==> config.mk <==
export PLATFORM = sky130hd
export DESIGN_NAME = ppl_config_bank
export DESIGN_NICKNAME = d
export VERILOG_FILES = /design/src/core/ppl_pkg.sv /design/src/core/ppl_exit_timer.sv /design/src/core/ppl_indicator.sv /design/src/core/ppl_config_bank.sv
export SDC_FILE = /design/constraint.sdc
export NUM_CORES = 1
export LEC_CHECK = 0
export BUFFER_PORTS_ARGS = -buffer_cell sky130_fd_sc_hd__clkbuf_2
export CAP_MARGIN = 20
export CORE_MARGIN = 1.5
export CORE_UTILIZATION = 57
export DETAILED_ROUTE_END_ITERATION = 16
export GPL_TIMING_DRIVEN = 1
export PLACE_DENSITY = 0.88
export SYNTH_ARGS = -nofsm -noshare
export SYNTH_HDL_FRONTEND = slang
export SYNTH_SLANG_ARGS = --single-unit
==> constraint.sdc <==
create_clock -name clk -period 7.6 [get_ports clk]
set_input_delay 1.9 -clock clk [delete_from_list [all_inputs] [get_ports clk]]
set_output_delay 1.9 -clock clk [all_outputs]
set_load 0.03 [all_outputs]
==> src/core/ppl_pkg.sv <==
// Shared constants and types for the transceiver configuration bank.
package ppl_pkg;

  // ------------------------------------------------------------------
  // Register indices (byte address is four times the index)
  // ------------------------------------------------------------------
  localparam logic [11:0] IDX_SUPPLY_LEVEL_STATUS = 12'h0421;
  localparam logic [11:0] IDX_DEEP_SLEEP_CONTROL = 12'h0428;
  localparam logic [11:0] IDX_EQUALIZER_CONFIG_SIX = 12'h0450;
  localparam logic [11:0] IDX_GENERAL_CONFIG = 12'h0456;
  localparam logic [11:0] IDX_INDICATOR_CONFIG_ONE = 12'h0460;

  // ------------------------------------------------------------------
  // Field positions
  // ------------------------------------------------------------------
  localparam int SUP_AVDD_BIT = 2;
  localparam int DSC_PATTERN_MSB_BIT = 5;
  localparam int DSC_TEST_MODE_BIT = 4;
  localparam int DSC_SPEED_BIT = 3;
  localparam int DSC_ENABLE_BIT = 2;
  localparam int EQC_BYPASS_BIT = 13;
  localparam int GEN_MIN_IPG_BIT = 3;
  localparam int IND_ONE_LSB = 8;
  localparam int IND_THREE_LSB = 4;

  // ------------------------------------------------------------------
  // Writable masks and reset values
  // ------------------------------------------------------------------
  localparam logic [15:0] DSC_WR_MASK = 16'h003F;
  localparam logic [15:0] DSC_RESET = 16'h0000;
  localparam logic [15:0] EQC_RESET = 16'h0141;
  localparam logic [15:0] GEN_RESET = 16'h0008;
  localparam logic [15:0] IND_WR_MASK = 16'h0FFF;
  localparam logic [15:0] IND_RESET = 16'h0551;

  // ------------------------------------------------------------------
  // Indicator source codes
  // ------------------------------------------------------------------
  localparam logic [3:0] IND_LINK_GOOD = 4'h0;
  localparam logic [3:0] IND_ACTIVITY = 4'h1;
  localparam logic [3:0] IND_TX_ACTIVITY = 4'h2;
  localparam logic [3:0] IND_RX_ACTIVITY = 4'h3;
  localparam logic [3:0] IND_COLLISION = 4'h4;
  localparam logic [3:0] IND_SPEED_100 = 4'h5;
  localparam logic [3:0] IND_SPEED_10 = 4'h6;
  localparam logic [3:0] IND_FULL_DUPLEX = 4'h7;
  localparam logic [3:0] IND_LINK_BLINK = 4'h8;
  localparam logic [3:0] IND_STRETCH = 4'h9;
  localparam logic [3:0] IND_LINK_100_FD = 4'hA;
  localparam logic [3:0] IND_LOW_POWER_IDLE = 4'hB;
  localparam logic [3:0] IND_MII_ERROR = 4'hC;
  localparam logic [3:0] IND_LINK_LOST = 4'hD;
  localparam logic [3:0] IND_TEST_ERROR = 4'hE;

  // ------------------------------------------------------------------
  // Timing
  // ------------------------------------------------------------------
  localparam int CLK_KHZ = 40_000;
  localparam int CLK_PERIOD_NS = 25;
  localparam int EXIT_FAST_MS = 50;
  localparam int EXIT_SLOW_MS = 100;
  localparam int EXIT_FAST_CYCLES = EXIT_FAST_MS * CLK_KHZ;
  localparam int EXIT_SLOW_CYCLES = EXIT_SLOW_MS * CLK_KHZ;
  localparam int IPG_MIN_NS = 120;
  localparam int IPG_STD_NS = 200;
  localparam logic [3:0] IPG_MIN_CYCLES =
    4'((IPG_MIN_NS + CLK_PERIOD_NS - 1) / CLK_PERIOD_NS);
  localparam logic [3:0] IPG_STD_CYCLES =
    4'((IPG_STD_NS + CLK_PERIOD_NS - 1) / CLK_PERIOD_NS);
  localparam int TIMER_WIDTH = 22;

  // ------------------------------------------------------------------
  // Bus responses and sleep states
  // ------------------------------------------------------------------
  localparam logic [1:0] RESP_OKAY = 2'b00;
  localparam logic [1:0] RESP_SLVERR = 2'b10;

  typedef enum logic [1:0] {
    SLP_AWAKE = 2'b00,
    SLP_DEEP = 2'b01,
    SLP_EXIT = 2'b10
  } ppl_sleep_type;

endpackage : ppl_pkg

==> src/core/ppl_exit_timer.sv <==
// Down counter that times the exit from deep sleep.
`timescale 1ns/1ps
module ppl_exit_timer
  import ppl_pkg::*;
#(
  parameter int WIDTH = TIMER_WIDTH
) (
  // Clock and reset
  input wire logic clk,
  input wire logic rst,
  input wire logic ce,
  // Control
  input wire logic start,
  input wire logic abort,
  input wire logic [WIDTH-1:0] loadValue,
  // Status
  output logic busy,
  output logic done
);

  logic [WIDTH-1:0] count_r;
  logic busy_r;
  logic done_r;
  wire lastCycle = busy_r && (count_r == WIDTH'(1));

  always_ff @(posedge clk or posedge rst) begin
    if (rst) begin
      count_r <= '0;
      busy_r <= 1'b0;
      done_r <= 1'b0;
    end else if (ce) begin
      done_r <= lastCycle && !abort && !start;
      if (abort) begin
        busy_r <= 1'b0;
      end else if (start) begin
        count_r <= loadValue;
        busy_r <= 1'b1;
      end else if (busy_r) begin
        count_r <= count_r - WIDTH'(1);
        busy_r <= !lastCycle;
      end
    end
  end

  assign busy = busy_r;
  assign done = done_r;

endmodule : ppl_exit_timer

==> src/core/ppl_indicator.sv <==
// Source selector for one indicator output.
`timescale 1ns/1ps
module ppl_indicator
  import ppl_pkg::*;
(
  // Clock and reset
  input wire logic clk,
  input wire logic rst,
  input wire logic ce,
  // Selection
  input wire logic [3:0] sourceSel,
  input wire logic [14:0] sources,
  // Output
  output logic lit
);

  logic lit_r;
  // Code 1111 has no source and keeps the output dark.
  wire litNxt = (sourceSel == 4'hF) ? 1'b0 : sources[sourceSel];

  always_ff @(posedge clk or posedge rst) begin
    if (rst) begin
      lit_r <= 1'b0;
    end else if (ce) begin
      lit_r <= litNxt;
    end
  end

  assign lit = lit_r;

endmodule : ppl_indicator

==> src/core/ppl_config_bank.sv <==
// Power, test-pattern and indicator configuration bank with AXI4-Lite access.
//
// Behaviour
// - Pattern length is 5 bits; N zeros follow each one; zero clears pattern.
// - Test-mode bit one sends idle pattern; zero transmits normally; resets zero.
// - Speed bit one exits deep sleep in 50 ms; zero in 100 ms.
// - Writing one to deep sleep enable enters deep sleep; resets to zero.
// - Equalizer bypass bit one skips calibration; resets to zero.
// - Minimum gap bit resets one for 120 ns; zero gives 200 ns.
// - Bits 11:8 select indicator one source; reset 0101; codes 0 to 7.
// - Codes 8 to 14 select blink, stretch, 100FD, idle, errors; 15 reserved.
// - Link-lost indicator stays lit until basic mode register is read.
// - Test-error indicator latches on one error until self-test register cleared.
// - Bits 7:4 select indicator three on receive data bit three pin.
//
// Our own choice: the AXI4-Lite slave port.
`timescale 1ns/1ps
module ppl_config_bank
  import ppl_pkg::*;
#(
  parameter int ADDR_WIDTH = 16,
  parameter int EXIT_FAST = EXIT_FAST_CYCLES,
  parameter int EXIT_SLOW = EXIT_SLOW_CYCLES,
  parameter int BLINK_HALF = 2048,
  parameter int STRETCH_LEN = 4095
) (
  // Clock, reset and enable
  input wire logic clk,
  input wire logic rst,
  input wire logic ce,
  // AXI4-Lite write address
  input wire logic [ADDR_WIDTH-1:0] s_axi_awaddr,
  input wire logic s_axi_awvalid,
  output logic s_axi_awready,
  // AXI4-Lite write data
  input wire logic [31:0] s_axi_wdata,
  input wire logic [3:0] s_axi_wstrb,
  input wire logic s_axi_wvalid,
  output logic s_axi_wready,
  // AXI4-Lite write response
  output logic [1:0] s_axi_bresp,
  output logic s_axi_bvalid,
  input wire logic s_axi_bready,
  // AXI4-Lite read address
  input wire logic [ADDR_WIDTH-1:0] s_axi_araddr,
  input wire logic s_axi_arvalid,
  output logic s_axi_arready,
  // AXI4-Lite read data
  output logic [31:0] s_axi_rdata,
  output logic [1:0] s_axi_rresp,
  output logic s_axi_rvalid,
  input wire logic s_axi_rready,
  // Supply detection
  input wire logic avddLevel,
  input wire logic [1:0] vddioLevel,
  // Test pattern low bits and management events
  input wire logic [3:0] idlePatternLow,
  input wire logic basicStatusRead,
  input wire logic selfTestClear,
  // Link status sources
  input wire logic linkGood,
  input wire logic activity,
  input wire logic txActivity,
  input wire logic rxActivity,
  input wire logic collision,
  input wire logic speed100,
  input wire logic speed10,
  input wire logic fullDuplex,
  input wire logic lowPowerIdle,
  input wire logic miiError,
  input wire logic prbsError,
  // Transmit test pattern
  output logic idleTestActive,
  output logic idleTestBit,
  // Power and datapath controls
  output logic deepSleepActive,
  output logic deepSleepExiting,
  output logic eqCalBypass,
  output logic [3:0] ipgGapCycles,
  // Indicators
  output logic indicatorOne,
  output logic receiveDataBitThreePin
);

  // ------------------------------------------------------------------
  // Register storage
  // ------------------------------------------------------------------
  logic [15:0] deepCtl_r;
  logic [15:0] eqCfg_r;
  logic [15:0] general_config_r;
  logic [15:0] indCfg_r;

  // ------------------------------------------------------------------
  // AXI4-Lite write path
  // ------------------------------------------------------------------
  logic awHeld_r;
  logic wHeld_r;
  logic [11:0] awIdx_r;
  logic [15:0] wData_r;
  logic [1:0] wStrb_r;
  logic bValid_r;
  logic [1:0] bResp_r;

  assign s_axi_awready = !awHeld_r && !bValid_r;
  assign s_axi_wready = !wHeld_r && !bValid_r;
  wire awTake = s_axi_awvalid && s_axi_awready;
  wire wTake = s_axi_wvalid && s_axi_wready;
  wire [11:0] awIdxNow = s_axi_awaddr[13:2];
  wire awBad = |s_axi_awaddr[ADDR_WIDTH-1:14];
  wire [11:0] wrIdx = awHeld_r ? awIdx_r : awIdxNow;
  wire [15:0] wrData = wHeld_r ? wData_r : s_axi_wdata[15:0];
  wire [1:0] wrStrb = wHeld_r ? wStrb_r : s_axi_wstrb[1:0];
  wire haveAw = awHeld_r || awTake;
  wire haveW = wHeld_r || wTake;
  wire doWrite = haveAw && haveW && !bValid_r;
  wire [15:0] byteMask = {{8{wrStrb[1]}}, {8{wrStrb[0]}}};
  logic awBad_r;
  wire wrBad = awHeld_r ? awBad_r : awBad;

  wire selWrDeep = !wrBad && (wrIdx == IDX_DEEP_SLEEP_CONTROL);
  wire selWrEq = !wrBad && (wrIdx == IDX_EQUALIZER_CONFIG_SIX);
  wire selWrGen = !wrBad && (wrIdx == IDX_GENERAL_CONFIG);
  wire selWrInd = !wrBad && (wrIdx == IDX_INDICATOR_CONFIG_ONE);
  wire selWrSup = !wrBad && (wrIdx == IDX_SUPPLY_LEVEL_STATUS);
  wire wrMapped = selWrDeep || selWrEq || selWrGen || selWrInd || selWrSup;

  // Reserved read-only bits are outside the write masks.
  wire [15:0] deepMask = byteMask & DSC_WR_MASK;
  wire [15:0] indMask = byteMask & IND_WR_MASK;
  wire [15:0] deepCtlNxt = (deepCtl_r & ~deepMask) | (wrData & deepMask);
  wire [15:0] eqCfgNxt = (eqCfg_r & ~byteMask) | (wrData & byteMask);
  wire [15:0] genCfgNxt = (general_config_r & ~byteMask) | (wrData & byteMask);
  wire [15:0] indCfgNxt = (indCfg_r & ~indMask) | (wrData & indMask);

  always_ff @(posedge clk or posedge rst) begin
    if (rst) begin
      awHeld_r <= 1'b0;
      wHeld_r <= 1'b0;
      awIdx_r <= '0;
      awBad_r <= 1'b0;
      wData_r <= '0;
      wStrb_r <= '0;
      bValid_r <= 1'b0;
      bResp_r <= RESP_OKAY;
    end else if (ce) begin
      if (doWrite) begin
        awHeld_r <= 1'b0;
        wHeld_r <= 1'b0;
        bValid_r <= 1'b1;
        bResp_r <= wrMapped ? RESP_OKAY : RESP_SLVERR;
      end else begin
        if (awTake) begin
          awHeld_r <= 1'b1;
          awIdx_r <= awIdxNow;
          awBad_r <= awBad;
        end
        if (wTake) begin
          wHeld_r <= 1'b1;
          wData_r <= s_axi_wdata[15:0];
          wStrb_r <= s_axi_wstrb[1:0];
        end
        if (bValid_r && s_axi_bready) begin
          bValid_r <= 1'b0;
        end
      end
    end
  end

  assign s_axi_bvalid = bValid_r;
  assign s_axi_bresp = bResp_r;

  always_ff @(posedge clk or posedge rst) begin
    if (rst) begin
      deepCtl_r <= DSC_RESET;
      eqCfg_r <= EQC_RESET;
      general_config_r <= GEN_RESET;
      indCfg_r <= IND_RESET;
    end else if (ce && doWrite) begin
      if (selWrDeep) deepCtl_r <= deepCtlNxt;
      if (selWrEq) eqCfg_r <= eqCfgNxt;
      if (selWrGen) general_config_r <= genCfgNxt;
      if (selWrInd) indCfg_r <= indCfgNxt;
    end
  end

  // ------------------------------------------------------------------
  // AXI4-Lite read path
  // ------------------------------------------------------------------
  logic rValid_r;
  logic [31:0] rData_r;
  logic [1:0] rResp_r;

  assign s_axi_arready = !rValid_r;
  wire arTake = s_axi_arvalid && s_axi_arready;
  wire [11:0] rdIdx = s_axi_araddr[13:2];
  wire rdBad = |s_axi_araddr[ADDR_WIDTH-1:14];
  wire [15:0] supplyWord = {13'h0000, avddLevel, vddioLevel};
  wire selRdSup = !rdBad && (rdIdx == IDX_SUPPLY_LEVEL_STATUS);
  wire selRdDeep = !rdBad && (rdIdx == IDX_DEEP_SLEEP_CONTROL);
  wire selRdEq = !rdBad && (rdIdx == IDX_EQUALIZER_CONFIG_SIX);
  wire selRdGen = !rdBad && (rdIdx == IDX_GENERAL_CONFIG);
  wire selRdInd = !rdBad && (rdIdx == IDX_INDICATOR_CONFIG_ONE);
  wire rdMapped = selRdSup || selRdDeep || selRdEq || selRdGen || selRdInd;
  wire [15:0] rdWord = ({16{selRdSup}} & supplyWord)
                     | ({16{selRdDeep}} & deepCtl_r)
                     | ({16{selRdEq}} & eqCfg_r)
                     | ({16{selRdGen}} & general_config_r)
                     | ({16{selRdInd}} & indCfg_r);

  always_ff @(posedge clk or posedge rst) begin
    if (rst) begin
      rValid_r <= 1'b0;
      rData_r <= 32'h0000_0000;
      rResp_r <= RESP_OKAY;
    end else if (ce) begin
      if (arTake) begin
        rValid_r <= 1'b1;
        rData_r <= {16'h0000, rdWord};
        rResp_r <= rdMapped ? RESP_OKAY : RESP_SLVERR;
      end else if (rValid_r && s_axi_rready) begin
        rValid_r <= 1'b0;
      end
    end
  end

  assign s_axi_rvalid = rValid_r;
  assign s_axi_rdata = rData_r;
  assign s_axi_rresp = rResp_r;

  // ------------------------------------------------------------------
  // Idle pattern generator
  // ------------------------------------------------------------------
  wire testMode = deepCtl_r[DSC_TEST_MODE_BIT];
  wire [4:0] patternLen = {deepCtl_r[DSC_PATTERN_MSB_BIT], idlePatternLow};
  wire patternClear = (patternLen == 5'h00);
  logic [4:0] patCount_r;
  logic patBit_r;
  wire patWrap = (patCount_r >= patternLen);
  wire [4:0] patCountNxt = patWrap ? 5'h00 : patCount_r + 5'h01;

  always_ff @(posedge clk or posedge rst) begin
    if (rst) begin
      patCount_r <= 5'h00;
      patBit_r <= 1'b0;
    end else if (ce) begin
      if (!testMode || patternClear) begin
        patCount_r <= 5'h00;
        patBit_r <= 1'b0;
      end else begin
        patCount_r <= patCountNxt;
        patBit_r <= (patCount_r == 5'h00);
      end
    end
  end

  assign idleTestActive = testMode;
  assign idleTestBit = patBit_r;

  // ------------------------------------------------------------------
  // Deep sleep sequencing
  // ------------------------------------------------------------------
  ppl_sleep_type sleep_r;
  ppl_sleep_type sleepNxt;
  // Entry assumes standard power-down was already requested elsewhere.
  wire sleepReq = deepCtl_r[DSC_ENABLE_BIT];
  wire exitFast = deepCtl_r[DSC_SPEED_BIT];
  wire timerDone;
  wire [TIMER_WIDTH-1:0] exitLoad = exitFast ? TIMER_WIDTH'(EXIT_FAST)
                                             : TIMER_WIDTH'(EXIT_SLOW);
  wire startExit = (sleep_r == SLP_DEEP) && !sleepReq;
  wire abortExit = (sleep_r == SLP_EXIT) && sleepReq;

  always_comb begin
    sleepNxt = sleep_r;
    unique case (sleep_r)
      SLP_AWAKE: begin
        if (sleepReq) sleepNxt = SLP_DEEP;
      end
      SLP_DEEP: begin
        if (!sleepReq) sleepNxt = SLP_EXIT;
      end
      SLP_EXIT: begin
        if (sleepReq) sleepNxt = SLP_DEEP;
        else if (timerDone) sleepNxt = SLP_AWAKE;
      end
      default: sleepNxt = SLP_AWAKE;
    endcase
  end

  always_ff @(posedge clk or posedge rst) begin
    if (rst) begin
      sleep_r <= SLP_AWAKE;
    end else if (ce) begin
      sleep_r <= sleepNxt;
    end
  end

  ppl_exit_timer #(
    .WIDTH(TIMER_WIDTH)
  ) u_exit_timer (
    .clk(clk),
    .rst(rst),
    .ce(ce),
    .start(startExit),
    .abort(abortExit),
    .loadValue(exitLoad),
    .busy(),
    .done(timerDone)
  );

  assign deepSleepActive = (sleep_r != SLP_AWAKE);
  assign deepSleepExiting = (sleep_r == SLP_EXIT);

  // ------------------------------------------------------------------
  // Datapath controls
  // ------------------------------------------------------------------
  assign eqCalBypass = eqCfg_r[EQC_BYPASS_BIT];
  // Software keeps the long gap unless the MAC side runs MII.
  assign ipgGapCycles = general_config_r[GEN_MIN_IPG_BIT] ? IPG_MIN_CYCLES
                                                  : IPG_STD_CYCLES;

  // ------------------------------------------------------------------
  // Indicator sources
  // ------------------------------------------------------------------
  logic linkPrev_r;
  logic linkLost_r;
  logic testErr_r;
  logic [11:0] blinkCnt_r;
  logic blinkPhase_r;
  logic [11:0] stretchCnt_r;
  wire linkDrop = linkPrev_r && !linkGood;
  wire blinkWrap = (blinkCnt_r >= 12'(BLINK_HALF - 1));

  // A new event in the clearing cycle keeps the latch set.
  always_ff @(posedge clk or posedge rst) begin
    if (rst) begin
      linkPrev_r <= 1'b0;
      linkLost_r <= 1'b0;
      testErr_r <= 1'b0;
    end else if (ce) begin
      linkPrev_r <= linkGood;
      if (linkDrop) linkLost_r <= 1'b1;
      else if (basicStatusRead) linkLost_r <= 1'b0;
      if (prbsError) testErr_r <= 1'b1;
      else if (selfTestClear) testErr_r <= 1'b0;
    end
  end

  always_ff @(posedge clk or posedge rst) begin
    if (rst) begin
      blinkCnt_r <= 12'h000;
      blinkPhase_r <= 1'b0;
      stretchCnt_r <= 12'h000;
    end else if (ce) begin
      blinkCnt_r <= blinkWrap ? 12'h000 : blinkCnt_r + 12'h001;
      if (blinkWrap) blinkPhase_r <= !blinkPhase_r;
      if (activity) stretchCnt_r <= 12'(STRETCH_LEN);
      else if (stretchCnt_r != 12'h000) stretchCnt_r <= stretchCnt_r - 12'h001;
    end
  end

  wire [14:0] indSources;
  assign indSources[IND_LINK_GOOD] = linkGood;
  assign indSources[IND_ACTIVITY] = activity;
  assign indSources[IND_TX_ACTIVITY] = txActivity;
  assign indSources[IND_RX_ACTIVITY] = rxActivity;
  assign indSources[IND_COLLISION] = collision;
  assign indSources[IND_SPEED_100] = speed100;
  assign indSources[IND_SPEED_10] = speed10;
  assign indSources[IND_FULL_DUPLEX] = fullDuplex;
  assign indSources[IND_LINK_BLINK] =
    linkGood && !(activity && blinkPhase_r);
  assign indSources[IND_STRETCH] = activity || (stretchCnt_r != 12'h000);
  assign indSources[IND_LINK_100_FD] = linkGood && speed100 && fullDuplex;
  assign indSources[IND_LOW_POWER_IDLE] = lowPowerIdle;
  assign indSources[IND_MII_ERROR] = miiError;
  assign indSources[IND_LINK_LOST] = linkLost_r;
  assign indSources[IND_TEST_ERROR] = testErr_r;

  // ------------------------------------------------------------------
  // Indicator outputs
  // ------------------------------------------------------------------
  wire [7:0] indSelAll = {indCfg_r[IND_ONE_LSB +: 4],
                          indCfg_r[IND_THREE_LSB +: 4]};
  wire [1:0] indLit;

  for (genvar g = 0; g < 2; g++) begin : g_ind
    ppl_indicator u_ind (
      .clk(clk),
      .rst(rst),
      .ce(ce),
      .sourceSel(indSelAll[g*4 +: 4]),
      .sources(indSources),
      .lit(indLit[g])
    );
  end

  assign indicatorOne = indLit[1];
  assign receiveDataBitThreePin = indLit[0];

endmodule : ppl_config_bank

Word level (Yosys, flattened, before mapping)
Cells that the tools add are included.
W data, S select, Z words.
- register bits: 181
- input bits: 96
- output and inout port bits: 52
- logic and storage cells: 211
- add/sub/neg operators: 4
- order comparisons: 4
- equal/unequal tests: 18
- muxes and demuxes: 42
- bitwise logic cells: 25
- reductions and logical operators: 89
- operators by type and width (kind ; count):
    $and A16 B16 Y16 ; 9
    $or A16 B16 Y16 ; 8
    $eq A12 B11 Y1 const B ; 10
    $mux W22 ; 3
    $mux W12 ; 4
    $logic_and A1 B1 Y1 ; 30
    $reduce_and A2 Y1 ; 14
    $eq A22 B1 Y1 const B ; 1
    $sub A22 B1 Y22 const B ; 1
    $mux W1 ; 21
    $reduce_bool A2 Y1 ; 9
    $and A16 B12 Y16 ; 1
    $and A16 B3 Y16 ; 1
    $and A16 B6 Y16 ; 1
    $mux W16 ; 1
    $not A12 Y16 ; 1
    $not A16 Y16 ; 1
    $not A6 Y16 ; 1
    $logic_not A1 Y1 ; 14
    $mux W2 ; 7
    $add A12 B1 Y12 const B ; 1
    $ge A12 B11 Y1 const B ; 1
    $logic_or A1 B1 Y1 ; 12
    $reduce_bool A12 Y1 ; 1
    19 further kinds ; 29

Logic depth before layout (Yosys ltp)
Gate-level depths: netlist of run 1.
- depth in word-level cells: 9
- mapped depth: 8
- mapped depth without buffers: 7

Hierarchy
A second synthesis of run 1 with hierarchy kept.
- cells, all modules: 839
- area, all modules: 8884.8 um^2
- modules (own cells, without submodules) (module ; times used ; cells each ; area an instance (um^2) ; seq. area each (um^2)):
    ppl_config_bank ; 1 ; 617 ; 6894.1 ; 3489.6
    ppl_exit_timer ; 1 ; 190 ; 1595.3 ; 600.6
    ppl_indicator ; 2 ; 16 ; 197.7 ; 25.0

Worst setup path after synthesis of run 1
No wires, ideal clock.
- path type: in2reg
- from: input port s_axi_awaddr[10]
- to: register with a tool-made name
- library setup time: 125 ps
- arrival: 3668 ps
- required time: 7475 ps
- setup slack: 3807 ps
- cell stages on the path: 6
- path buffers: 1
- cell sequence: or4b_1 o22ai_2 nand4b_4 or3_1 buf_6 mux2_4
- RTL lines (what ; RTL line ; text):
    start, declared ; ppl_config_bank.sv:32 ; input wire logic [ADDR_WIDTH-1:0] s_axi_awaddr,

==> impl_results.rst, run 1 <==
.. list-table::
   :header-rows: 1

   * - Metric
     - Value
   * - Met3 routed WL
     - 1.35 mm
   * - Biggest cell delay along the critical path
     - 0.66 ns
   * - Relative slew slack
     - 0.237
   * - Max FO, Critical Path
     - 37
   * - Post-synthesis cell type count
     - 75
   * - Library cell contributing the largest single delay on the critical path
     - sky130_fd_sc_hd__nor3_2
   * - Cells on worst reg2reg path
     - 5
   * - Setup-failing EPs final
     - 0
   * - Average wire per cell in the routed design
     - 18.2 um
   * - Switching share of power
     - 0.324
   * - Number of antenna violations at the first check in global routing
     - 0
   * - Hold/Removal Path Class
     - flip-flop to flip-flop
   * - Number of I/O pins
     - 148
   * - Die outline height
     - 125 um
   * - DRC violation count after routing
     - 0
   * - Starting density of the core
     - 0.586
   * - Max Buffers Root-to-Sink
     - 2
   * - Die W
     - 125 um
   * - Kind of end point of the critical path
     - flip-flop
   * - Total met2 wirelength after detailed routing
     - 9.54 mm
   * - Net Switching
     - 0.000921 W
   * - Post-CTS Hold Buffers
     - 0
   * - Post-CTS setup-driven buffer insertion count
     - 0
   * - Reg2Reg Setup Slack
     - 4.53 ns
   * - Cells after DPL
     - 1,043
   * - Startpoint-to-endpoint class of the critical path
     - input port to flip-flop
   * - Clk pin slew, worst setup/hold paths
     - 0.06 ns
   * - GRT Residual Overflow
     - 0
   * - Diode insertion count for antenna repair
     - 0
   * - Setup repair after global routing missed its margin
     - no
   * - Power share of the sequential group
     - 0.437
   * - CP cell instances
     - clkbuf_2 -> nor2b_1 -> o221a_2 -> nand2_1 -> nor3_2 -> mux2_2
   * - Vias in the first global route
     - 6,359
   * - Setup TNS
     - 0 ns
   * - Outcome
     - completed
   * - Clock group share of total power
     - 0.324
   * - Maximum number of pins on one net before global-route repair
     - 91
   * - Via count
     - 6,615
   * - Kind of cell adding the most delay to the critical path
     - simple AND/OR/NAND/NOR gates
   * - Reg-to-reg critical path startpoint
     - awHeld_r$_DFFE_PP0P_
   * - Post-synth design cell area
     - 0.00855 mm^2
   * - Post-layout net count
     - 988
   * - Worst setup SP type
     - input port
   * - Synth Register Bits
     - 165
   * - Detailed router's first-iteration violation count
     - 627
   * - Detailed-routing iteration count for the pre-antenna-repair pass
     - 5
   * - Total clock buffers created by CTS
     - 17
   * - Dominant combinational cell family by area after synthesis
     - multiplexers
   * - Highest-count cells in the layout ignoring fill and taps
     - 156 x sky130_fd_sc_hd__dfrtp_1, 106 x sky130_fd_sc_hd__clkbuf_2, 91 x sky130_fd_sc_hd__mux2_2
   * - Cell Int Power
     - 0.00192 W
   * - Transition time at the pin with the least slew margin
     - 1.14 ns
   * - Number of buffer cells added on primary ports
     - 106
   * - Met1 layer wirelength in the final routing
     - 8.33 mm
   * - Avg Cell Area, Syn
     - 10.9 um^2
   * - Number of vias per cell after detailed routing
     - 6.14
   * - Tcrit/Tclk final
     - 0.555
   * - Compound-gate portion of the synthesized area
     - 0.121
   * - Area of the core
     - 0.0146 mm^2
   * - EDFF count, synth
     - 0
   * - Capture endpoint of the worst hold path
     - blinkPhase_r$_DFFE_PP0P_
   * - Min-Delay Path Depth
     - 1
   * - Fraction of layout instances using a drive strength above 1
     - 0.310
   * - Final cell count without fillers
     - 1,077
   * - Number of violations of the max-capacitance limit
     - 0
   * - Arrival time of data at the critical path endpoint
     - 4.53 ns
   * - Worst vdd ir
     - 0.000174 V
   * - Share of async-settable or async-resettable flops after synthesis
     - 1.00
   * - Main flop type after synthesis
     - sky130_fd_sc_hd__dfrtp_1
   * - Simple-gate area share of the yosys netlist
     - 0.150
   * - Adder-Cell Fraction of Synth Area
     - 0.0176
   * - Rows
     - 44
   * - Combinational cell fraction of total power
     - 0.239
   * - Post-route minimum period
     - 4.22 ns
   * - Static power due to leakage
     - 4.41 nW
   * - ANT nets after route
     - 0
   * - Final slew viol count
     - 0
   * - Worst Path Required
     - 7.91 ns
   * - Wire length reported by the detailed router
     - 19.6 mm
   * - Global Route Usage Sum
     - 0.254
   * - Highest signal layer in the routed design
     - met4
   * - Warnings from Yosys
     - 0
   * - Relative area change from synthesis to final layout
     - 14.2%
   * - Number of instances in the synthesized netlist
     - 786
   * - Post-detailed-placement half-perimeter wirelength
     - 12.7 mm
   * - Total clock sinks
     - 165
   * - Placer congestion estimate
     - 0.862
   * - First-pass GRT wire length
     - 31.7 mm
   * - Commonest non-fill, non-tap cell in the layout
     - sky130_fd_sc_hd__dfrtp_1
   * - Peak clock frequency supported by timing
     - 237 MHz
   * - CTS root buffer
     - sky130_fd_sc_hd__clkbuf_16
   * - Hold Crit Start
     - blinkPhase_r$_DFFE_PP0P_
   * - Post-synthesis sequential area ratio
     - 0.484
   * - Area of the die
     - 0.0157 mm^2
   * - P per Cell Area
     - 291 mW/mm^2
   * - Xor/xnor cell area share of the yosys netlist
     - 0.0246
   * - Post-cts gate resize count
     - 0
   * - Crit path buffers/inverters
     - 1
   * - Insertion delay of the later-clocked pin in the worst-skew pair
     - 0.43 ns
   * - Number of failing hold endpoints at the final stage
     - 0
   * - # H-tree levels
     - 4
   * - Fin Clk Skew
     - 0.00598 ns
   * - Share of synthesized area spent on multiplexers
     - 0.151
   * - Clock tree from TritonCTS
     - yes
logic make-up after synthesis:
| kind of cell | after synthesis |
|---|---|
| and+or+nand+nor | 233 |
| AOI/OAI and AO/OA | 153 |
| buffers and inverters | 89 |
| other | 1 |
| adders and majority gates | 12 |
| DFF | 165 |
| xor gates and xnor gates | 24 |
| muxes | 109 |
metrics by stage:
stage                     power [W]  setup slack (ns)   util  cell area [um^2]  hold slack (ns)
after detailed placement    0.00191              2.98  0.625              9110            0.480
after global placement      0.00188              3.06  0.625              9110            0.459
after CTS                   0.00285              3.41  0.668              9740            0.489
final                       0.00284              3.38  0.669              9760            0.484
after global routing        0.00298              3.23  0.669              9760            0.508
after floorplan             0.00173              1.25      -              8620            0.440
worst register-to-register path: cells and delay by family, from the launching register on:
kind | cells | cell delay (ns)
AOI/OAI and AO/OA | 1 | 0.24
DFF | 1 | 0.62
muxes | 1 | 0.42
and+or+nand+nor | 3 | 1.69
how the worst max path moves through the flow:
stage	start	endpoint	slack, ns	cells after the start
floorplan	rst	async pin	1.25	1
global placement	ce	flip-flop	3.06	6
detailed placement	ce	flip-flop	2.98	6
CTS	ce	flip-flop	3.41	6
global route	ce	flip-flop	3.23	6
finish	ce	flip-flop	3.38	6
cell type report:
| type | count | area (um^2) |
|---|---|---|
| Sequential cell | 165 | 4140 |
| Fill cell | 1024 | 4820 |
| Multi-Input combinational cell | 550 | 4050 |
| Clock buffer | 19 | 453 |
| Tap cell | 184 | 230 |
| Timing Repair Buffer | 112 | 581 |
| Clock inverter | 13 | 180 |
| Inverter | 34 | 133 |
layer usage:
layer,vias to the layer above,global-route usage
met5,-,0
met4,0,0.0782
met3,32,0.0680
met2,283,0.408
met1,3273,0.341
li1,3027,-
power groups by stage:
stage	clock network, W	logic, W	registers [W]
detailed placement	0	0.000667	0.00125
global placement	0	0.000645	0.00124
CTS	0.000930	0.000679	0.00124
finish	0.000921	0.000680	0.00124
global route	0.000968	0.000743	0.00127
floorplan	0	0.000484	0.00125
synthesized netlist by cell type (10+ instances only):
master	count	share of area
sky130_fd_sc_hd__dfrtp_1	156	0.46
sky130_fd_sc_hd__mux2_2	91	0.12
sky130_fd_sc_hd__nor2_1	66	0.029
sky130_fd_sc_hd__nand2_1	41	0.018
sky130_fd_sc_hd__o21ai_0	35	0.020
sky130_fd_sc_hd__inv_1	33	0.014
sky130_fd_sc_hd__a21oi_1	27	0.016
sky130_fd_sc_hd__buf_4	22	0.019
sky130_fd_sc_hd__clkbuf_1	22	0.0097
sky130_fd_sc_hd__nor3_1	21	0.012
sky130_fd_sc_hd__nand3_1	19	0.011
sky130_fd_sc_hd__a22oi_1	18	0.016
sky130_fd_sc_hd__a31oi_1	15	0.011
sky130_fd_sc_hd__xnor2_1	13	0.013
sky130_fd_sc_hd__ha_1	12	0.018
sky130_fd_sc_hd__xor2_1	11	0.011
sky130_fd_sc_hd__nor4_1	10	0.0073
(Power assumes the default switching activity.)
==> inputs of run 2 (changes only) <==
ABC_AREA = 1   (was default)
CORE_UTILIZATION = 52   (was 57)
PLACE_DENSITY = 0.84   (was 0.88)
clock period = 3.8 ns   (was 7.6 ns; I/O delays follow)
==> run 2 against run 1 <==
Die area rose by 16%; register-to-register slack got worse by 3.5 ns; flip-flop and latch count did not move; largest cell class is now multi-input combinational cells; critical path depth up 3; critical path type is now flip-flop to flip-flop; total power is 95% higher; synthesized cell count grew 56%; hold slack got worse by 0.018 ns.
==> impl_results.rst, run 2 <==
.. list-table::
   :header-rows: 1

   * - Metric
     - Value
   * - Outcome
     - completed (unchanged)
   * - Total clock sinks
     - 165 (unchanged)
   * - Fin Clk Skew
     - 0.0129 ns (was 0.00598 ns)
   * - Clk pin slew, worst setup/hold paths
     - 0.06 ns (about the same)
   * - Least setup slack across all paths after layout
     - 1.02 ns (was 3.38 ns)
   * - Relative slew slack
     - 0.379 (was 0.237)
   * - Top cell type's share of synthesized area
     - 0.429 (was 0.457)
   * - Global Route Usage Sum
     - 0.258 (was 0.254)
   * - Average wire per cell in the routed design
     - 14.5 um (was 18.2 um)
   * - Setup TNS
     - 0 ns (unchanged)
   * - Number of failing hold endpoints at the final stage
     - 0 (unchanged)
   * - Area of the core
     - 0.0172 mm^2 (was 0.0146 mm^2)
   * - Hold/Removal Path Class
     - flip-flop to flip-flop (unchanged)
   * - Min-Delay Path Depth
     - 2 (was 1)
   * - Final cell count without fillers
     - 1,560 (was 1,077)
   * - Diode insertion count for antenna repair
     - 0 (unchanged)
   * - ANT nets after route
     - 0 (unchanged)
   * - Area leader, netlist
     - sky130_fd_sc_hd__dfrtp_1 (unchanged)
   * - Rows
     - 48 (was 44)
   * - Place WS
     - 0.883 ns (was 2.98 ns)
   * - Number of violations of the max-capacitance limit
     - 0 (unchanged)
   * - Die W
     - 135 um (was 125 um)
   * - Reg2Reg Setup Slack
     - 1.02 ns (was 4.53 ns)
   * - Max FO, Critical Path
     - 17 (was 37)
   * - GRT Residual Overflow
     - 0 (unchanged)
   * - Share of async-settable or async-resettable flops after synthesis
     - 1.00 (unchanged)
   * - Avg Cell Area, Syn
     - 7.44 um^2 (was 10.9 um^2)
   * - Post-synthesis cell type count
     - 48 (was 75)
   * - First-pass GRT wire length
     - 37.3 mm (was 31.7 mm)
   * - List of most frequent post-synthesis cells
     - 329 x sky130_fd_sc_hd__nand2_1, 156 x sky130_fd_sc_hd__dfrtp_1, 143 x sky130_fd_sc_hd__inv_1, 141 x sky130_fd_sc_hd__nor2_1, 111 x sky130_fd_sc_hd__o21ai_0 (was 156 x sky130_fd_sc_hd__dfrtp_1, 91 x sky130_fd_sc_hd__mux2_2, 66 x sky130_fd_sc_hd__nor2_1, 41 x sky130_fd_sc_hd__nand2_1, 35 x sky130_fd_sc_hd__o21ai_0)
   * - Biggest cell delay along the critical path
     - 0.73 ns (was 0.66 ns)
   * - Reg-to-reg critical path startpoint
     - awHeld_r$_DFFE_PP0P_ (unchanged)
   * - Insertion delay of the later-clocked pin in the worst-skew pair
     - 0.43 ns (about the same)
   * - Post-CTS setup-driven buffer insertion count
     - 0 (unchanged)
   * - Die outline height
     - 135 um (was 125 um)
   * - CTS root buffer
     - sky130_fd_sc_hd__clkbuf_16 (unchanged)
   * - Detailed-routing iteration count for the pre-antenna-repair pass
     - 7 (was 5)
   * - Arrival time of data at the critical path endpoint
     - 3.10 ns (was 4.53 ns)
   * - Post-CTS Hold Buffers
     - 0 (unchanged)
   * - Max Buffers Root-to-Sink
     - 2 (unchanged)
   * - # H-tree levels
     - 4 (unchanged)
   * - Maximum number of pins on one net before global-route repair
     - 76 (was 91)
   * - Transition time at the pin with the least slew margin
     - 0.925 ns (was 1.14 ns)
   * - Relative area change from synthesis to final layout
     - 13.8% (was 14.2%)
   * - Fraction of layout instances using a drive strength above 1
     - 0.139 (was 0.310)
   * - Placer congestion estimate
     - 0.938 (was 0.862)
   * - Post-synthesis sequential area ratio
     - 0.455 (was 0.484)
   * - Starting density of the core
     - 0.530 (was 0.586)
   * - Total placed instance area
     - 0.00978 mm^2 (was 0.00911 mm^2)
   * - Setup repair after global routing missed its margin
     - no (unchanged)
   * - Synth top area cells
     - sky130_fd_sc_hd__dfrtp_1 43%, sky130_fd_sc_hd__nand2_1 14%, sky130_fd_sc_hd__o21ai_0 6.1% (was sky130_fd_sc_hd__dfrtp_1 46%, sky130_fd_sc_hd__mux2_2 12%, sky130_fd_sc_hd__nor2_1 2.9%)
   * - Post-synth design cell area
     - 0.00910 mm^2 (was 0.00855 mm^2)
   * - Top cell by count, worst path
     - sky130_fd_sc_hd__nand2_1
   * - Static power due to leakage
     - 5.21 nW (was 4.41 nW)
   * - P per Cell Area
     - 534 mW/mm^2 (was 291 mW/mm^2)
   * - Area of the die
     - 0.0183 mm^2 (was 0.0157 mm^2)
   * - Worst setup SP type
     - flip-flop (was input port)
   * - Worst Path Required
     - 4.11 ns (was 7.91 ns)
   * - Post-cts gate resize count
     - 0 (unchanged)
   * - Worst vdd ir
     - 0.000433 V (was 0.000174 V)
   * - Number of antenna violations at the first check in global routing
     - 0 (unchanged)
   * - Clock tree from TritonCTS
     - yes (unchanged)
   * - Post-layout net count
     - 1,430 (was 988)
   * - Via count
     - 8,442 (was 6,615)
   * - Number of I/O pins
     - 148 (unchanged)
   * - Wire length reported by the detailed router
     - 22.6 mm (was 19.6 mm)
   * - Synth Register Bits
     - 165 (unchanged)
   * - Final slew viol count
     - 0 (unchanged)
   * - Number of buffer cells added on primary ports
     - 106 (unchanged)
   * - Post-route minimum period
     - 2.78 ns
   * - Setup-failing EPs final
     - 0 (unchanged)
   * - Total clock buffers created by CTS
     - 17 (unchanged)
   * - Main flop type after synthesis
     - sky130_fd_sc_hd__dfrtp_1 (unchanged)
   * - Number of vias per cell after detailed routing
     - 5.41 (was 6.14)
   * - Kind of end point of the critical path
     - flip-flop (unchanged)
   * - Vias in the first global route
     - 7,981 (was 6,359)
   * - Highest-count cells in the layout ignoring fill and taps
     - 329 x sky130_fd_sc_hd__nand2_1, 156 x sky130_fd_sc_hd__dfrtp_1, 142 x sky130_fd_sc_hd__inv_1 (was 156 x sky130_fd_sc_hd__dfrtp_1, 106 x sky130_fd_sc_hd__clkbuf_2, 91 x sky130_fd_sc_hd__mux2_2)
   * - CP cell instances
     - inv_4 -> nor2_1 -> nand3_1 -> nand2_1 -> nand2_1 -> nor3_4 -> nand3_1 -> nand2_1 -> nand2_1 (was clkbuf_2 -> nor2b_1 -> o221a_2 -> nand2_1 -> nor3_2 -> mux2_2)
   * - Cells after DPL
     - 1,528 (was 1,043)
   * - Library cell contributing the largest single delay on the critical path
     - sky130_fd_sc_hd__dfrtp_1 (was sky130_fd_sc_hd__nor3_2)
   * - Post-layout instance area
     - 0.0104 mm^2 (was 0.00976 mm^2)
   * - EDFF count, synth
     - 0 (unchanged)
   * - DRC violation count after routing
     - 0 (unchanged)
   * - Core Util, Final
     - 0.603 (was 0.669)
   * - Cells on worst reg2reg path
     - 9 (was 5)
   * - Number of instances in the synthesized netlist
     - 1,224 (was 786)
   * - Tcrit/Tclk final
     - 0.732
   * - Commonest non-fill, non-tap cell in the layout
     - sky130_fd_sc_hd__nand2_1 (was sky130_fd_sc_hd__dfrtp_1)
   * - Startpoint-to-endpoint class of the critical path
     - flip-flop to flip-flop (was input port to flip-flop)
   * - Peak clock frequency supported by timing
     - 359 MHz
   * - Warnings from Yosys
     - 0 (unchanged)
   * - Most numerous cell in the Yosys netlist
     - sky130_fd_sc_hd__nand2_1 (was sky130_fd_sc_hd__dfrtp_1)
   * - Post-detailed-placement half-perimeter wirelength
     - 16.3 mm (was 12.7 mm)
   * - Detailed router's first-iteration violation count
     - 645 (was 627)
## run 2: changes by cell type in the layout (fill, tap and decap cells not counted), moves of 9 or more
cell	before	now
sky130_fd_sc_hd__mux2_2	91	6
sky130_fd_sc_hd__nand3_1	19	101
sky130_fd_sc_hd__xnor2_1	13	0
sky130_fd_sc_hd__o21ai_0	35	111
sky130_fd_sc_hd__nand2_1	41	329
sky130_fd_sc_hd__a22oi_1	18	2
sky130_fd_sc_hd__nor2_1	65	141
sky130_fd_sc_hd__nor4_1	10	1
sky130_fd_sc_hd__inv_1	32	142
sky130_fd_sc_hd__nand4_1	8	37
sky130_fd_sc_hd__a31oi_1	15	1
sky130_fd_sc_hd__o21ai_1	0	14
## run 2: critical path, delay by kind of cell, from the launching register on
kind | cells | cell delay (ns)
AND/OR/NAND/NOR | 8 | 1.80
flip-flops | 1 | 0.73
buffers and inverters | 1 | 0.13
## run 2: cell families (layout without fill, tap and decap cells)
group / count (synthesis) / after routing / synth area share
adder cells (fa/ha/maj): 12 / 12 / 0.0165
XOR/XNOR: 14 / 14 / 0.0135
flip-flops: 165 / 165 / 0.455
buffers and inverters: 205 / 298 / 0.0968
AO/OA/AOI/OAI: 172 / 172 / 0.102
other: 1 / 19 / 0.000412
AND/OR/NAND/NOR: 648 / 648 / 0.307
multiplexers: 7 / 7 / 0.00852
## run 2: worst max path at each step
stage,start,end,depth (start not counted)
2_1_floorplan,rst,async pin,1
3_3_place_gp,s_axi_araddr[15],s_axi_rdata[5]$_DFFE_PP0P_,10
3_5_place_dp,s_axi_awaddr[10],flip-flop,9
4_1_cts,awHeld_r$_DFFE_PP0P_,flip-flop,9
5_1_grt,awHeld_r$_DFFE_PP0P_,flip-flop,9
6_report,awHeld_r$_DFFE_PP0P_,flip-flop,9
## run 2: layout make-up
cell class                 count  area [um^2]
inverter                     147          558
multi-input combinational    872         4150
tap                          225          282
clock buffer                  22          484
clock inverter                10         95.1
sequential                   165         4140
timing repair buffer         119          653
fill                        1493         6820
## run 2: routing by layer
metal	wire length, um	up-vias	track usage
met2	11000	311	0.423
met5	0	-	0
met1	9520	3964	0.329
met3	1500	53	0.0546
met4	575	0	0.114
li1	-	4114	-
## run 2: power by group
group          leakage [nW]  switching (W)  total, W  internal [W]
logic                  2.85        0.00102   0.00150      0.000472
clock network         0.283       0.000701   0.00167      0.000974
registers              2.08       0.000270   0.00236       0.00209
## run 2: metrics by stage
step / power (W) / hold slack, ns
after floorplan: 0.00346 / 0.442
after global placement: 0.00380 / 0.455
after detailed placement: 0.00386 / 0.457
after CTS: 0.00555 / 0.466
after global routing: 0.00588 / 0.497
final: 0.00554 / 0.466
==> inputs of run 3 (changes only) <==
clock period = 2.3 ns   (was 3.8 ns; I/O delays follow)
==> run 3 against run 2 <==
Setup slack got worse by 0.86 ns; sequential power up 64%; sequential share of layout area fell by 1.2 points; cell count up 1.7%; clock skew is 0.0049 ns lower; critical path depth grew 1; global-route usage decreased by 0.18 points; largest power group unchanged; fmax rose by 30%; largest cell class unchanged; routed wire length is 0.17% lower; register-to-register slack worse by 0.86 ns.
==> impl_results.rst, run 3 (synthesized netlist as in run 2, its figures left out) <==
.. list-table::
   :header-rows: 1

   * - Metric
     - Value
   * - Final cell count without fillers
     - 1,587 (was 1,560)
   * - Final slew viol count
     - 0 (unchanged)
   * - Wire length reported by the detailed router
     - 22.5 mm (was 22.6 mm)
   * - Setup-failing EPs final
     - 0 (unchanged)
   * - Outcome
     - completed (unchanged)
   * - CTS root buffer
     - sky130_fd_sc_hd__clkbuf_16 (unchanged)
   * - Total clock sinks
     - 165 (unchanged)
   * - Placer congestion estimate
     - 0.908 (was 0.938)
   * - Worst Path Required
     - 2.62 ns (was 4.11 ns)
   * - Starting density of the core
     - 0.530 (unchanged)
   * - Hold slack
     - 0.164 ns (was 0.466 ns)
   * - Top cell by count, worst path
     - sky130_fd_sc_hd__nand2_1 (unchanged)
   * - Maximum number of pins on one net before global-route repair
     - 51 (was 76)
   * - ANT nets after route
     - 0 (unchanged)
   * - Highest-count cells in the layout ignoring fill and taps
     - 329 x sky130_fd_sc_hd__nand2_1, 156 x sky130_fd_sc_hd__dfrtp_1, 142 x sky130_fd_sc_hd__inv_1 (unchanged)
   * - Clock tree from TritonCTS
     - yes (unchanged)
   * - Relative area change from synthesis to final layout
     - 17.3% (was 13.8%)
   * - Max FO, Critical Path
     - 11 (was 17)
   * - Library cell contributing the largest single delay on the critical path
     - sky130_fd_sc_hd__dfrtp_1 (unchanged)
   * - Hold/Removal Path Class
     - input port to async pin (was flip-flop to flip-flop)
   * - Multi-input combinational cell area
     - 0.00417 mm^2 (was 0.00415 mm^2)
   * - Post-route minimum period
     - 2.14 ns (was 2.78 ns)
   * - Global Route Usage Sum
     - 0.256 (was 0.258)
   * - Diode insertion count for antenna repair
     - 0 (unchanged)
   * - Die outline height
     - 135 um (unchanged)
   * - Cells after DPL
     - 1,552 (was 1,528)
   * - Detailed router's first-iteration violation count
     - 751 (was 645)
   * - Post-layout net count
     - 1,457 (was 1,430)
   * - Transition time at the pin with the least slew margin
     - 0.638 ns (was 0.925 ns)
   * - Number of inserted filler cells in the final layout
     - 1,462 (was 1,493)
   * - Commonest non-fill, non-tap cell in the layout
     - sky130_fd_sc_hd__nand2_1 (unchanged)
   * - Relative slew slack
     - 0.572 (was 0.379)
   * - CP cell instances
     - buf_4 -> nor2_1 -> nand3_1 -> nand2_1 -> nand2_1 -> nor3_4 -> buf_12 -> nand3_2 -> nand2_1 -> nand2_1 (was inv_4 -> nor2_1 -> nand3_1 -> nand2_1 -> nand2_1 -> nor3_4 -> nand3_1 -> nand2_1 -> nand2_1)
   * - Detailed-routing iteration count for the pre-antenna-repair pass
     - 6 (was 7)
   * - Biggest cell delay along the critical path
     - 0.51 ns (was 0.73 ns)
   * - Rows
     - 48 (unchanged)
   * - Number of vias per cell after detailed routing
     - 5.37 (was 5.41)
   * - GRT Residual Overflow
     - 0 (unchanged)
   * - Post-detailed-placement half-perimeter wirelength
     - 16.7 mm (was 16.3 mm)
   * - Worst setup SP type
     - flip-flop (unchanged)
   * - Clk pin slew, worst setup/hold paths
     - 0.07 ns (was 0.06 ns)
   * - Average wire per cell in the routed design
     - 14.2 um (was 14.5 um)
   * - Number of I/O pins
     - 148 (unchanged)
   * - Vias in the first global route
     - 7,892 (was 7,981)
   * - Die W
     - 135 um (unchanged)
   * - Insertion delay of the later-clocked pin in the worst-skew pair
     - 0.44 ns (was 0.43 ns)
   * - Number of antenna violations at the first check in global routing
     - 0 (unchanged)
   * - Startpoint-to-endpoint class of the critical path
     - flip-flop to flip-flop (unchanged)
   * - Reg area
     - 0.00414 mm^2 (unchanged)
   * - Fraction of layout instances using a drive strength above 1
     - 0.157 (was 0.139)
   * - Number of failing hold endpoints at the final stage
     - 0 (unchanged)
   * - Area of the die
     - 0.0183 mm^2 (unchanged)
   * - Peak clock frequency supported by timing
     - 468 MHz (was 359 MHz)
   * - Via count
     - 8,527 (was 8,442)
   * - Setup repair after global routing missed its margin
     - no (unchanged)
   * - Total clock buffers created by CTS
     - 17 (unchanged)
   * - P per Cell Area
     - 882 mW/mm^2 (was 534 mW/mm^2)
   * - Static power due to leakage
     - 5.38 nW (was 5.21 nW)
   * - Kind of cell adding the most delay to the critical path
     - simple AND/OR/NAND/NOR gates (unchanged)
   * - Number of violations of the max-capacitance limit
     - 0 (unchanged)
   * - Post-CTS Hold Buffers
     - 0 (unchanged)
   * - Crit path buffers/inverters
     - 2 (was 1)
   * - # H-tree levels
     - 4 (unchanged)
   * - Kind of end point of the critical path
     - flip-flop (unchanged)
   * - Area of the core
     - 0.0172 mm^2 (unchanged)
   * - Fin Clk Skew
     - 0.00800 ns (was 0.0129 ns)
   * - Setup TNS
     - 0 ns (unchanged)
   * - Worst vdd ir
     - 0.000620 V (was 0.000433 V)
   * - First-pass GRT wire length
     - 37.0 mm (was 37.3 mm)
   * - Number of buffer cells added on primary ports
     - 106 (unchanged)
   * - DRC violation count after routing
     - 0 (unchanged)
   * - Max Buffers Root-to-Sink
     - 2 (unchanged)
   * - Tcrit/Tclk final
     - 0.930 (was 0.732)
   * - Pwr Total
     - 0.00941 W (was 0.00554 W)
   * - Arrival time of data at the critical path endpoint
     - 2.46 ns (was 3.10 ns)
-- run 3: cell count changes in the layout (fill, tap and decap cells not counted), sizes merged --
| cell | before | now |
|---|---|---|
| clkinvlp | 3 | 2 |
| bufinv | 1 | 3 |
| clkbuf | 128 | 125 |
| buf | 13 | 40 |
| inv | 146 | 148 |
-- run 3: what timing repair did --
action,CTS,global route
hold endpoints to repair,0,0
resized for setup,1,3
setup buffers,2,1
setup endpoints to repair,19,19
cloned,0,0
pin swaps,1,0
-- run 3: path summary, 6_finish.rpt --
kind	from	endpoint	slack, ns	cells after the start
setup / recovery	awHeld_r$_DFFE_PP0P_	flip-flop	0.16	10
hold / removal	rst	stretchCnt_r[7]$_DFFE_PP0P_	0.16	2
setup reg to reg	awHeld_r$_DFFE_PP0P_	flip-flop	0.16	10
hold reg to reg	flip-flop	flip-flop	0.47	2
max in group asynchronous	rst	patCount_r[1]$_DFFE_PP0P_	1.46	3
min in group clk	prbsError	testErr_r$_DFFE_PP0P_	0.38	2
-- run 3: where the power goes --
group          internal (W)  switching, W  total, W
combinational      0.000832       0.00174   0.00258
sequential          0.00346      0.000420   0.00388
clock               0.00175       0.00120   0.00296
total               0.00605       0.00337   0.00941
-- run 3: final cells by class --
type	count	area share
clock inverter	13	0.0161
tap	225	0.0264
clock buffer	19	0.0415
multi-input combinational	872	0.391
sequential	165	0.388
timing repair buffer	146	0.0849
inverter	147	0.0523
-- run 3: per-layer routing --
layer | track usage | vias to the layer above | routed length (um)
li1 | - | 4166 | -
met1 | 0.337 | 4012 | 9780
met2 | 0.408 | 304 | 10700
met3 | 0.0524 | 45 | 1420
met4 | 0.115 | 0 | 640
met5 | 0 | - | 0
-- run 3: per-stage QoR --
step,setup WS [ns],instance area (um^2),utilization
global placement,0.0256,10000,0.582
global route,0.0181,10700,0.621
floorplan,-0.366,9170,-
finish,0.162,10700,0.621
detailed placement,-0.0514,10000,0.582
CTS,0.0547,10600,0.620
